`src/shared/gut_params.svh`:
```
// Offsets, field positions, reset values and timing counts of the gated totalizer
`ifndef GUT_PARAMS_SVH
`define GUT_PARAMS_SVH

// Register byte offsets
`define GUT_OFF_CTRL      8'h00
`define GUT_OFF_TRIG_CFG  8'h04
`define GUT_OFF_SW_TRIG   8'h08
`define GUT_OFF_TOTAL     8'h0C
`define GUT_OFF_STATUS    8'h10

// Control register fields
`define GUT_CTRL_MODE_LSB 0
`define GUT_CTRL_GATE_LSB 2

// Status register fields
`define GUT_ST_COUNT_EN   0
`define GUT_ST_EXT_OK     1
`define GUT_ST_SW_OK      2
`define GUT_ST_INPUT_LSB  3

// Reset values
`define GUT_TOTAL_RST     32'h0000_0000
`define GUT_SW_OK_RST     1'b1

// Timing
`define GUT_CLK_HZ        10000000
`define GUT_DEB_HOLD_US   15000
`define GUT_BOUNCE_MAX_US 10000
`define GUT_DEB_CYCLES    ((`GUT_DEB_HOLD_US * (`GUT_CLK_HZ / 1000000)))

`endif

```
`src/shared/gut_pkg.sv`:
```
// Types of the gated totalizer: measurement mode, gating mode, trigger configuration
package gut_pkg;

  typedef enum logic [1:0] {
    GUT_MODE_FREQ,
    GUT_MODE_TIME,
    GUT_MODE_TOTAL,
    GUT_MODE_SPARE
  } gut_mode_t;

  typedef enum logic [1:0] {
    GUT_GATE_OFF,
    GUT_GATE_EDGE,
    GUT_GATE_LEVEL,
    GUT_GATE_SPARE
  } gut_gate_t;

  typedef enum logic [1:0] {
    GUT_TRIG_NONE,
    GUT_TRIG_HW,
    GUT_TRIG_SW,
    GUT_TRIG_SPARE
  } gut_trig_t;

  // Debounced input order, matches the switch bank positions
  typedef enum logic [2:0] {
    GUT_IN_DOWN,
    GUT_IN_UP,
    GUT_IN_GATE1,
    GUT_IN_GATE2,
    GUT_IN_SINGLE
  } gut_input_t;

endpackage

```
`src/logic/gut_totalizer.sv`:
```
// Gated up/down event totalizer with per-input debouncers and an APB register slave
//
// What this block does
// - Software selects totalize, time or frequency mode
// - Totalize mode ignores TTL, analog, trigger inputs
// - Up-count falling edge adds one
// - Down-count falling edge subtracts one
// - Rising or simultaneous up/down falls change nothing
// - Single count fall with direction high increments
// - Single count fall with direction low decrements
// - Single rise or direction change alone ignored
// - Edge gating: first gate rise enables counting
// - Edge gating: second gate rise disables counting
// - Edge gating ignores redundant rises and all falls
// - Level gating: count only while both gates high
// - Gating off: gates have no counting effect
// - Software trigger config written in totalize mode disables counting; others nothing
// - Software trigger command re-enables; otherwise nothing
// - Debounce waits minimum width before accepting change
// - Switch bank enables debounce per input
// - New level held 15 ms; 10 ms bounce rejected
`timescale 1ns/1ps
`include "gut_params.svh"

module gut_totalizer #(
  parameter int DEB_CYCLES = `GUT_DEB_CYCLES,
  parameter int CNT_W      = 32
) (
  input  wire logic             clk_sys_in,
  input  wire logic             nrst_in,
  // APB slave
  input  wire logic             psel_in,
  input  wire logic             penable_in,
  input  wire logic             pwrite_in,
  input  wire logic [7:0]       paddr_in,
  input  wire logic [31:0]      pwdata_in,
  output logic      [31:0]      prdata_out,
  output logic                  pready_out,
  output logic                  pslverr_out,
  // Count and gate inputs, idle high
  input  wire logic             cnt_down_in,
  input  wire logic             cnt_up_in,
  input  wire logic             gate_first_in,
  input  wire logic             gate_second_in,
  input  wire logic             cnt_single_in,
  input  wire logic             up_dn_dir_in,
  // Switch positions 1..5, high means debounce on
  input  wire logic [4:0]       debounce_switch_bank_in,
  // Status
  output logic      [CNT_W-1:0] total_out,
  output logic                  count_en_out
);

  localparam int NIN   = 5;
  localparam int DCW   = $clog2(DEB_CYCLES + 1);
  localparam logic [DCW-1:0] DEB_LAST = DCW'(DEB_CYCLES - 1);

  // ---------------------------------------------------------------- input path
  logic [NIN-1:0] raw_in;
  logic [NIN-1:0] sync1_reg;
  logic [NIN-1:0] sync2_reg;
  logic [NIN-1:0] clean;
  logic [NIN-1:0] clean_prev_reg;
  logic [NIN-1:0] fall;
  logic [NIN-1:0] rise;
  logic           dir_sync1_reg;
  logic           dir_sync2_reg;

  assign raw_in[gut_pkg::GUT_IN_DOWN]   = cnt_down_in;
  assign raw_in[gut_pkg::GUT_IN_UP]     = cnt_up_in;
  assign raw_in[gut_pkg::GUT_IN_GATE1]  = gate_first_in;
  assign raw_in[gut_pkg::GUT_IN_GATE2]  = gate_second_in;
  assign raw_in[gut_pkg::GUT_IN_SINGLE] = cnt_single_in;

  // Idle level is high so reset does not fake a falling edge
  always_ff @(posedge clk_sys_in) begin
    if (!nrst_in) begin
      sync1_reg <= '1;
      sync2_reg <= '1;
    end else begin
      sync1_reg <= raw_in;
      sync2_reg <= sync1_reg;
    end
  end

  // Direction is not debounced, so it must settle before the count edge it qualifies
  always_ff @(posedge clk_sys_in) begin
    if (!nrst_in) begin
      dir_sync1_reg <= 1'b1;
      dir_sync2_reg <= 1'b1;
    end else begin
      dir_sync1_reg <= up_dn_dir_in;
      dir_sync2_reg <= dir_sync1_reg;
    end
  end

  genvar gi;
  generate
    for (gi = 0; gi < NIN; gi++) begin : g_deb
      logic [DCW-1:0] cnt_reg;
      logic [DCW-1:0] cnt_next;
      logic           state_reg;
      logic           state_next;
      logic           differs;
      logic           expired;

      assign differs = sync2_reg[gi] != state_reg;
      assign expired = cnt_reg == DEB_LAST;

      // Any return to the accepted level restarts the wait, so with the switch on, bounces never reach the counter
      always_comb begin
        cnt_next   = '0;
        state_next = state_reg;
        if (!debounce_switch_bank_in[gi]) begin
          state_next = sync2_reg[gi];
        end else if (differs) begin
          if (expired) begin
            state_next = sync2_reg[gi];
          end else begin
            cnt_next = cnt_reg + 1'b1;
          end
        end
      end

      always_ff @(posedge clk_sys_in) begin
        if (!nrst_in) begin
          cnt_reg   <= '0;
          state_reg <= 1'b1;
        end else begin
          cnt_reg   <= cnt_next;
          state_reg <= state_next;
        end
      end

      assign clean[gi] = state_reg;
    end
  endgenerate

  always_ff @(posedge clk_sys_in) begin
    if (!nrst_in) begin
      clean_prev_reg <= '1;
    end else begin
      clean_prev_reg <= clean;
    end
  end

  // Edges come from accepted levels, so a rejected bounce never forms one
  assign fall = clean_prev_reg & ~clean;
  assign rise = ~clean_prev_reg & clean;

  // ---------------------------------------------------------------- registers
  gut_pkg::gut_mode_t mode_reg;
  gut_pkg::gut_gate_t gate_mode_reg;
  gut_pkg::gut_trig_t trig_cfg_reg;
  logic               sw_ok_reg;
  logic               edge_ok_reg;
  logic [CNT_W-1:0]   total_reg;
  logic [CNT_W-1:0]   total_next;
  logic               count_en_reg;
  logic [31:0]        prdata_reg;
  logic               pready_reg;
  logic               pslverr_reg;

  wire access_wait = psel_in & penable_in & ~pready_reg;
  wire access_done = psel_in & penable_in & pready_reg;
  wire wr_done     = access_done & pwrite_in;
  wire hit_ctrl    = paddr_in == `GUT_OFF_CTRL;
  wire hit_trig    = paddr_in == `GUT_OFF_TRIG_CFG;
  wire hit_sw      = paddr_in == `GUT_OFF_SW_TRIG;
  wire hit_total   = paddr_in == `GUT_OFF_TOTAL;
  wire hit_status  = paddr_in == `GUT_OFF_STATUS;
  wire hit_any     = hit_ctrl | hit_trig | hit_sw | hit_total | hit_status;
  wire wr_ctrl     = wr_done & hit_ctrl;
  wire wr_trig     = wr_done & hit_trig;
  wire wr_sw       = wr_done & hit_sw & pwdata_in[0];
  wire wr_total    = wr_done & hit_total;

  wire [1:0] wr_mode = pwdata_in[`GUT_CTRL_MODE_LSB +: 2];
  wire [1:0] wr_gate = pwdata_in[`GUT_CTRL_GATE_LSB +: 2];
  wire [1:0] wr_tcfg = pwdata_in[1:0];

  // Spare encodings are refused and the field keeps its value
  wire mode_valid = wr_mode != 2'(gut_pkg::GUT_MODE_SPARE);
  wire gate_valid = wr_gate != 2'(gut_pkg::GUT_GATE_SPARE);
  wire tcfg_valid = wr_tcfg != 2'(gut_pkg::GUT_TRIG_SPARE);
  wire sel_sw_cfg = wr_trig & (wr_tcfg == 2'(gut_pkg::GUT_TRIG_SW));

  // ---------------------------------------------------------------- gating
  wire is_total  = mode_reg == gut_pkg::GUT_MODE_TOTAL;
  wire lvl_ok    = clean[gut_pkg::GUT_IN_GATE1] & clean[gut_pkg::GUT_IN_GATE2];
  wire g1_rise   = rise[gut_pkg::GUT_IN_GATE1];
  wire g2_rise   = rise[gut_pkg::GUT_IN_GATE2];

  logic ext_ok;
  always_comb begin
    case (gate_mode_reg)
      gut_pkg::GUT_GATE_EDGE:  ext_ok = edge_ok_reg;
      gut_pkg::GUT_GATE_LEVEL: ext_ok = lvl_ok;
      default:                 ext_ok = 1'b1;
    endcase
  end

  // Counts pass only while the external gate and the software flag both allow them
  wire count_en = is_total & ext_ok & sw_ok_reg;

  // Start only while stopped, stop only while running; falls never act
  always_ff @(posedge clk_sys_in) begin
    if (!nrst_in) begin
      edge_ok_reg <= 1'b0;
    end else if (!edge_ok_reg && g1_rise) begin
      edge_ok_reg <= 1'b1;
    end else if (edge_ok_reg && g2_rise) begin
      edge_ok_reg <= 1'b0;
    end
  end

  // Command wins over a same-cycle config write; both are idempotent
  always_ff @(posedge clk_sys_in) begin
    if (!nrst_in) begin
      sw_ok_reg <= `GUT_SW_OK_RST;
    end else if (wr_sw) begin
      sw_ok_reg <= 1'b1;
    end else if (sel_sw_cfg && is_total) begin
      sw_ok_reg <= 1'b0;
    end
  end

  // ---------------------------------------------------------------- counting
  wire       dir_up  = dir_sync2_reg;
  wire       c_fall  = fall[gut_pkg::GUT_IN_SINGLE];
  wire       up_ev   = fall[gut_pkg::GUT_IN_UP] | (c_fall & dir_up);
  wire       dn_ev   = fall[gut_pkg::GUT_IN_DOWN] | (c_fall & ~dir_up);
  wire [1:0] step    = {up_ev, dn_ev};

  // Rises never form events; an up and a down in one cycle cancel
  always_comb begin
    total_next = total_reg;
    if (wr_total) begin
      total_next = pwdata_in[CNT_W-1:0];
    end else if (count_en) begin
      case (step)
        2'b10:   total_next = total_reg + 1'b1;
        2'b01:   total_next = total_reg - 1'b1;
        default: total_next = total_reg;
      endcase
    end
  end

  always_ff @(posedge clk_sys_in) begin
    if (!nrst_in) begin
      total_reg <= `GUT_TOTAL_RST;
    end else begin
      total_reg <= total_next;
    end
  end

  // Registered so the output comes from a flip-flop; it lags the internal enable by one cycle
  always_ff @(posedge clk_sys_in) begin
    if (!nrst_in) begin
      count_en_reg <= 1'b0;
    end else begin
      count_en_reg <= count_en;
    end
  end

  // ---------------------------------------------------------------- APB
  // Reset mode is frequency, so nothing is totalized until software selects it
  always_ff @(posedge clk_sys_in) begin
    if (!nrst_in) begin
      mode_reg <= gut_pkg::GUT_MODE_FREQ;
    end else if (wr_ctrl && mode_valid) begin
      mode_reg <= gut_pkg::gut_mode_t'(wr_mode);
    end
  end

  always_ff @(posedge clk_sys_in) begin
    if (!nrst_in) begin
      gate_mode_reg <= gut_pkg::GUT_GATE_OFF;
    end else if (wr_ctrl && gate_valid) begin
      gate_mode_reg <= gut_pkg::gut_gate_t'(wr_gate);
    end
  end

  // Trigger choice only matters to the software gate here; the other modes live outside this block
  always_ff @(posedge clk_sys_in) begin
    if (!nrst_in) begin
      trig_cfg_reg <= gut_pkg::GUT_TRIG_NONE;
    end else if (wr_trig && tcfg_valid) begin
      trig_cfg_reg <= gut_pkg::gut_trig_t'(wr_tcfg);
    end
  end

  logic [31:0] status_word;
  logic [31:0] rdata;
  always_comb begin
    status_word = '0;
    status_word[`GUT_ST_COUNT_EN] = count_en;
    status_word[`GUT_ST_EXT_OK]   = ext_ok;
    status_word[`GUT_ST_SW_OK]    = sw_ok_reg;
    status_word[`GUT_ST_INPUT_LSB +: NIN] = clean;
    rdata = '0;
    if (hit_ctrl) begin
      rdata[`GUT_CTRL_MODE_LSB +: 2] = mode_reg;
      rdata[`GUT_CTRL_GATE_LSB +: 2] = gate_mode_reg;
    end else if (hit_trig) begin
      rdata[1:0] = trig_cfg_reg;
    end else if (hit_total) begin
      rdata[CNT_W-1:0] = total_reg;
    end else if (hit_status) begin
      rdata = status_word;
    end
  end

  // One wait cycle: pready rises in the second access cycle
  always_ff @(posedge clk_sys_in) begin
    if (!nrst_in) begin
      pready_reg  <= 1'b0;
      pslverr_reg <= 1'b0;
    end else begin
      pready_reg  <= access_wait;
      pslverr_reg <= access_wait & ~hit_any;
    end
  end

  // Read data is captured in the wait cycle and holds until the next read
  always_ff @(posedge clk_sys_in) begin
    if (!nrst_in) begin
      prdata_reg <= '0;
    end else if (access_wait && !pwrite_in) begin
      prdata_reg <= rdata;
    end
  end

  assign prdata_out   = prdata_reg;
  assign pready_out   = pready_reg;
  assign pslverr_out  = pslverr_reg;
  assign total_out    = total_reg;
  assign count_en_out = count_en_reg;

endmodule

```
`config.mk`:
```
export PLATFORM = sky130hd
export DESIGN_NAME = gut_totalizer
export DESIGN_NICKNAME = d
export VERILOG_FILES = /design/src/shared/gut_pkg.sv /design/src/logic/gut_totalizer.sv
export VERILOG_INCLUDE_DIRS = /design/src /design/src/shared
export SDC_FILE = /design/constraint.sdc
export NUM_CORES = 1
export LEC_CHECK = 0
export BUFFER_PORTS_ARGS = -buffer_cell sky130_fd_sc_hd__buf_2
export CAP_MARGIN = 20
export CELL_PAD_IN_SITES_DETAIL_PLACEMENT = 1
export CELL_PAD_IN_SITES_GLOBAL_PLACEMENT = 1
export CORE_MARGIN = 10
export CORE_UTILIZATION = 35
export CTS_CLUSTER_SIZE = 14
export DETAILED_ROUTE_END_ITERATION = 8
export GPL_TIMING_DRIVEN = 0
export MAX_ROUTING_LAYER = met4
export PLACE_DENSITY_LB_ADDON = 0.3
export SLEW_MARGIN = 20
export SYNTH_ARGS = -nofsm -noshare
export SYNTH_HDL_FRONTEND = slang
export SYNTH_SLANG_ARGS = --single-unit
```
`constraint.sdc`:
```
create_clock -name clk_sys_in -period 3.45 [get_ports clk_sys_in]
set_input_delay 1.035 -clock clk_sys_in [delete_from_list [all_inputs] [get_ports clk_sys_in]]
set_output_delay 1.035 -clock clk_sys_in [all_outputs]
set_load 0.005 [all_outputs]
```
# Word level (Yosys, flattened, before mapping)
# Index checks and enable logic that the tools add are counted.
# word_totals
out_inout_bits,67
regBits,187
input_bits,56
# classes
muxes,27
addsub,7
reduce_logical,25
n_bitwise,40
eq_ne,32
# op_table
op,count
$mux W32,3
$add A18 B1 Y18 const B,5
$eq A18 B18 Y1 const B,5
$pmux W32 S2,1
$add A32 B1 Y32 const B,1
$sub A32 B1 Y32 const B,1
$mux W30,1
$mux W28,1
$ne A2 B1 Y1 const B,10
$reduce_or A4 Y1,5
$mux W1,17
$and A1 B1 Y1,16
$eq A8 B4 Y1 const B,2
$not A1 Y1,14
$reduce_and A2 Y1,6
$eq A2 B2 Y1 const B,4
$eq A8 B3 Y1 const B,1
$eq A8 B5 Y1 const B,1
$logic_not A8 Y1,1
$mux W8,1
$logic_and A1 B1 Y1,7
$or A1 B1 Y1,6
$and A5 B5 Y5,1
$ne A1 B1 Y1,5
other kinds (12),16

# Logic depth before layout (Yosys ltp)
# depth
word_depth,8
mapped_depth,14
depth_no_buf,11

# Worst setup path before layout
# No wires, ideal clock.
# synth_timing
path_kind,reg-to-reg
startpoint,reg g_deb[4].state_reg
endpoint,reg total_reg[26] (netlist: total_out[26])
slack_ns,0.032
path_stages_with_launch,14
setup_time_ns,0.123
period_less_slack_ns,3.418
arrival_time_ns,3.296
path_cell_list,dfxtp_1 > nor3b_2 > o211ai_2 > buf_4 > buf_4 > buf_4 > xnor2_1 > ha_1 > nand3_1 > or4_4 > o21a_4 > or4_1 > a21oi_1 > nor3b_2
# synth_between
elab_chain_cells,8
# synth_rtl
item,line_no,rtl
"start, declared",gut_totalizer.sv:102,logic state_reg;
"start signal, assigned",gut_totalizer.sv:131,state_reg <= state_next;
$not A5 Y5 (*),gut_totalizer.sv:148,assign fall = clean_prev_reg & ~clean;
$and A5 B5 Y5 (*),gut_totalizer.sv:148,
$and A1 B1 Y1 (on tied branches),"gut_totalizer.sv:232, gut_totalizer.sv:231",
$or A1 B1 Y1 (on tied branches),"gut_totalizer.sv:232, gut_totalizer.sv:231",
$eq A2 B1 Y1 / $eq A2 B2 Y1 (equally long branches),gut_totalizer.sv:241,case (step)
$pmux W32 S2,gut_totalizer.sv:241,
$mux W32,gut_totalizer.sv:240,end else if (count_en) begin
$mux W32,gut_totalizer.sv:238,if (wr_total) begin
"end signal, assigned",gut_totalizer.sv:251,total_reg <= `GUT_TOTAL_RST;
"end signal, assigned",gut_totalizer.sv:253,total_reg <= total_next;
"end, declared",gut_totalizer.sv:157,logic [CNT_W-1:0] total_reg;
# Mark *: on every way between the ends. The rest lies on a longest branch, timed or not. The select of a mux whose other input is x is not followed.
# A chain may end at the register's enable or synchronous reset.

# Final worst setup path
# Ends and elaborated chain as after synthesis.

==> metrics.txt <==
# setup viols final 0; cell area after synthesis 0.00917 sq mm; status complete, no violations; placed standard-cell area about 0.01 sq mm; Pwr Total 0.00431 W; register-to-register setup slack between 0.05 and 0.06 ns; CTS sink count approximately 190; Distinct cells, synth 70; max FFs per register 90; arrival time at the worst endpoint 3.72 ns; CTS max path bufs 2; PwrDens around 400 mW/mm^2; Vias per Instance 5.45; CP endpoint kind register; site row count 59; placed cell count between 1500 and 2000; Largest stage delay, worst path 0.54 ns; synth warn 0; area delta synth->final 18.8%; Pleak 3.98 nW; placer congestion estimate 0.944; Die W ~180 microns; initial antenna violation count 1; Slew Limit Fails 0; flops & latches, synth 187; Worst-path clk slew 0.08 ns; Die Ht 182 microns; Crit Path Category reg2reg; final std cells w/o fill 1602; GR Overflow Total 0; VDD IR max 0.346 mV; nature of the critical path startpoint register; Top FF cell, synth dfxtp_1; via count 8733; Crit-path slowest cell or4_4; Pre-Repair DR Iteration Count 5; Final Cell Area 0.0109 sq mm; die area 0.0331 sq mm; worst skew pair latency approximately 0.44 ns; Post-DP HPWL about 23000 microns; final setup margin 0.0562 ns; fmax 295 MHz; final critical-path required period around 3.4 ns; vias in the first global route approximately 8900; WL per Instance 19.1 microns; Post-synth EDFFs 0; fraction of final layout cells with drive strength greater than 1 between 10% and 20%; Detailed Route WL 30600 microns; Seq/Total Area, Yosys approximately 41%; Hold Crit Class reg2reg; critical-path cell list nand3b_1, o211ai_4, buf_6, buf_6, buf_6, xnor2_1, ha_2, nand3_1, or4_4, o21a_4, or4_1, a21oi_1, nor3b_2; crit path to total_out[26]; first-pass GRT wire length 48400 microns; syn_area_per_cell a little over 8 sq um; Net Count, Synth around 1200; RSZ-0062 raised after global routing true; PortBufs roughly 120; worst-case reg-to-reg path depth 13; CTS root buffer clkbuf_16; # DRC 0; Rel. slew slack roughly 30%; launch point of the critical path g_deb[4].state_reg; CTS tree built; worst flop-to-flop path endpoint total_out[26]; RR Startpoint g_deb[4].state_reg; total track usage 18.6%; Final nets between 1000 and 1500; total CTS buffers 17; H-Tree Depth 4; pin count of the biggest net entering global routing 17; fraction of registers with async set/reset 0%; Worst Path Max Fanout 10; WP data required 3.78 ns; Max-Cap Viols 0; final hold vios 0; Starting Density 35.4%; Starting DRT DRC Count approximately 540; hold buffers post-CTS 0; Core ar. 0.0259 sq mm; Place WS -0.624 ns; DRT antenna net count 0; Fillers 3145; Clock Skew 0.0191 ns; critical path's most frequent cell buf_6; Worst-Margin Slew between 1 and 1.5 ns; final period utilization 98.4%; io pins roughly 120; Mapped Cells ~1100
power by group:
group | total (W) | leakage [nW] | switching, W | internal (W)
sequential | 0.00218 | 1.51 | 0.00000896 | 0.00217
clock | 0.00198 | 0.281 | 0.000896 | 0.00109
combinational | 0.000151 | 2.20 | 0.0000948 | 0.0000561
total | 0.00431 | 3.98 | 0.00100 | 0.00331
synthesized netlist by cell type, types with 4 or more instances:
library cell  instances  share of area [%]
buf_1                 5               0.20
o2111ai_1             4               0.38
and4_1                9               0.86
and3_1               26                1.8
nor3_1               28                1.5
nand4_1              28                1.9
or3_1                17                1.2
dfxtp_1             187                 41
nor2_1              198                8.1
xor2_1               50                4.8
clkbuf_1             53                2.2
nand3_1              64                3.5
and2_1               12               0.82
nor2b_1               4               0.27
nand2b_1             21                1.4
nor3b_1               6               0.49
nand2_1              69                2.8
o21ai_0              28                1.5
inv_1                14               0.57
or2_2                 4               0.27
or4_1                 8               0.66
buf_4                 4               0.33
o211ai_1              5               0.41
nand3b_1              5               0.41
a22oi_1              25                2.0
mux2i_1              17                1.9
buf_2                13               0.71
ha_1                  8                1.1
a211oi_1             25                2.0
nor4b_1               8               0.76
a21oi_1              33                1.8
xnor2_1              54                5.2
nor4_1               16                1.1
metrics by stage:
stage | TNS [ns] | hold slack (ns) | utilization [%]
detailed placement | -14.61 | 0.397 | 39.3
global route | -0.0374 | 0.430 | 42.0
global placement | -12.74 | 0.389 | 39.3
CTS | 0 | 0.412 | 41.8
finish | 0 | 0.406 | 42.0
floorplan | 0 | 0.386 | -
cell families (layout without fill, tap and decap cells):
group | after synthesis | in the layout | share of synthesized area, %
and+or+nand+nor | 538 | 538 | 29.7
DFF | 187 | 187 | 40.8
AOI/OAI and AO/OA | 163 | 163 | 12.2
xor gates and xnor gates | 104 | 104 | 9.94
buffers and inverters | 90 | 247 | 4.11
muxes | 19 | 19 | 2.10
adders and majority gates | 8 | 8 | 1.09
other | 0 | 1 | 0
worst min path at each step:
stage / from / end / cells past startpoint / slack (ns)
4_1_cts: sync1_reg[0] / sync2_reg[0] / 1 / 0.41
5_1_grt: sync1_reg[0] / sync2_reg[0] / 1 / 0.43
2_1_floorplan: dir_sync1_reg / dir_sync2_reg / 1 / 0.39
6_report: sync1_reg[0] / sync2_reg[0] / 1 / 0.41
3_5_place_dp: sync1_reg[0] / sync2_reg[0] / 1 / 0.40
3_3_place_gp: sync1_reg[0] / sync2_reg[0] / 1 / 0.39
metal layers:
metal  GRT usage, %  vias up  wire, microns
met1           23.7     4296          14600
met5              -        -              0
met4           5.96        0            616
li1               -     4211              -
met3           3.44       38           1240
met2           29.2      188          14200
timing repair:
action | in CTS | in global routing
setup endpoints to repair | 22 | 25
resized for setup | 10 | 10
pin swaps | 2 | 1
setup buffers | 3 | 1
layout by cell type, fill, tap and decap left out, types with 20 or more instances in the layout:
master,count
nor2_1,198
dfxtp_1,184
buf_2,134
nand2_1,69
nand3_1,64
xnor2_1,54
clkbuf_1,53
xor2_1,50
a21oi_1,31
o21ai_0,28
nand4_1,28
nor3_1,28
and3_1,26
a22oi_1,25
a211oi_1,25
nand2b_1,20
final cells by class:
| class | instances | area, sq um | area share [%] |
|---|---|---|---|
| diodes | 1 | 2.50 | 0.0230 |
| plain buffers | 76 | 337 | 3.09 |
| clock buffers | 22 | 484 | 4.45 |
| clock inverters | 10 | 108 | 0.988 |
| inverters | 14 | 52.6 | 0.483 |
| multi-input cells | 832 | 5100 | 46.9 |
| flip-flops and latches | 187 | 3750 | 34.4 |
| well taps | 335 | 419 | 3.85 |
| repair buffers | 125 | 636 | 5.84 |
critical path: cells and delay by family (launching register included):
family	cells	cell delay (ns)
compound gates	3	0.51
xor+xnor	1	0.13
simple gates	5	1.51
buf+inv	3	0.50
fa+ha+maj	1	0.25
flops	1	0.37
No activity file was read; power rests on OpenSTA's default activity.
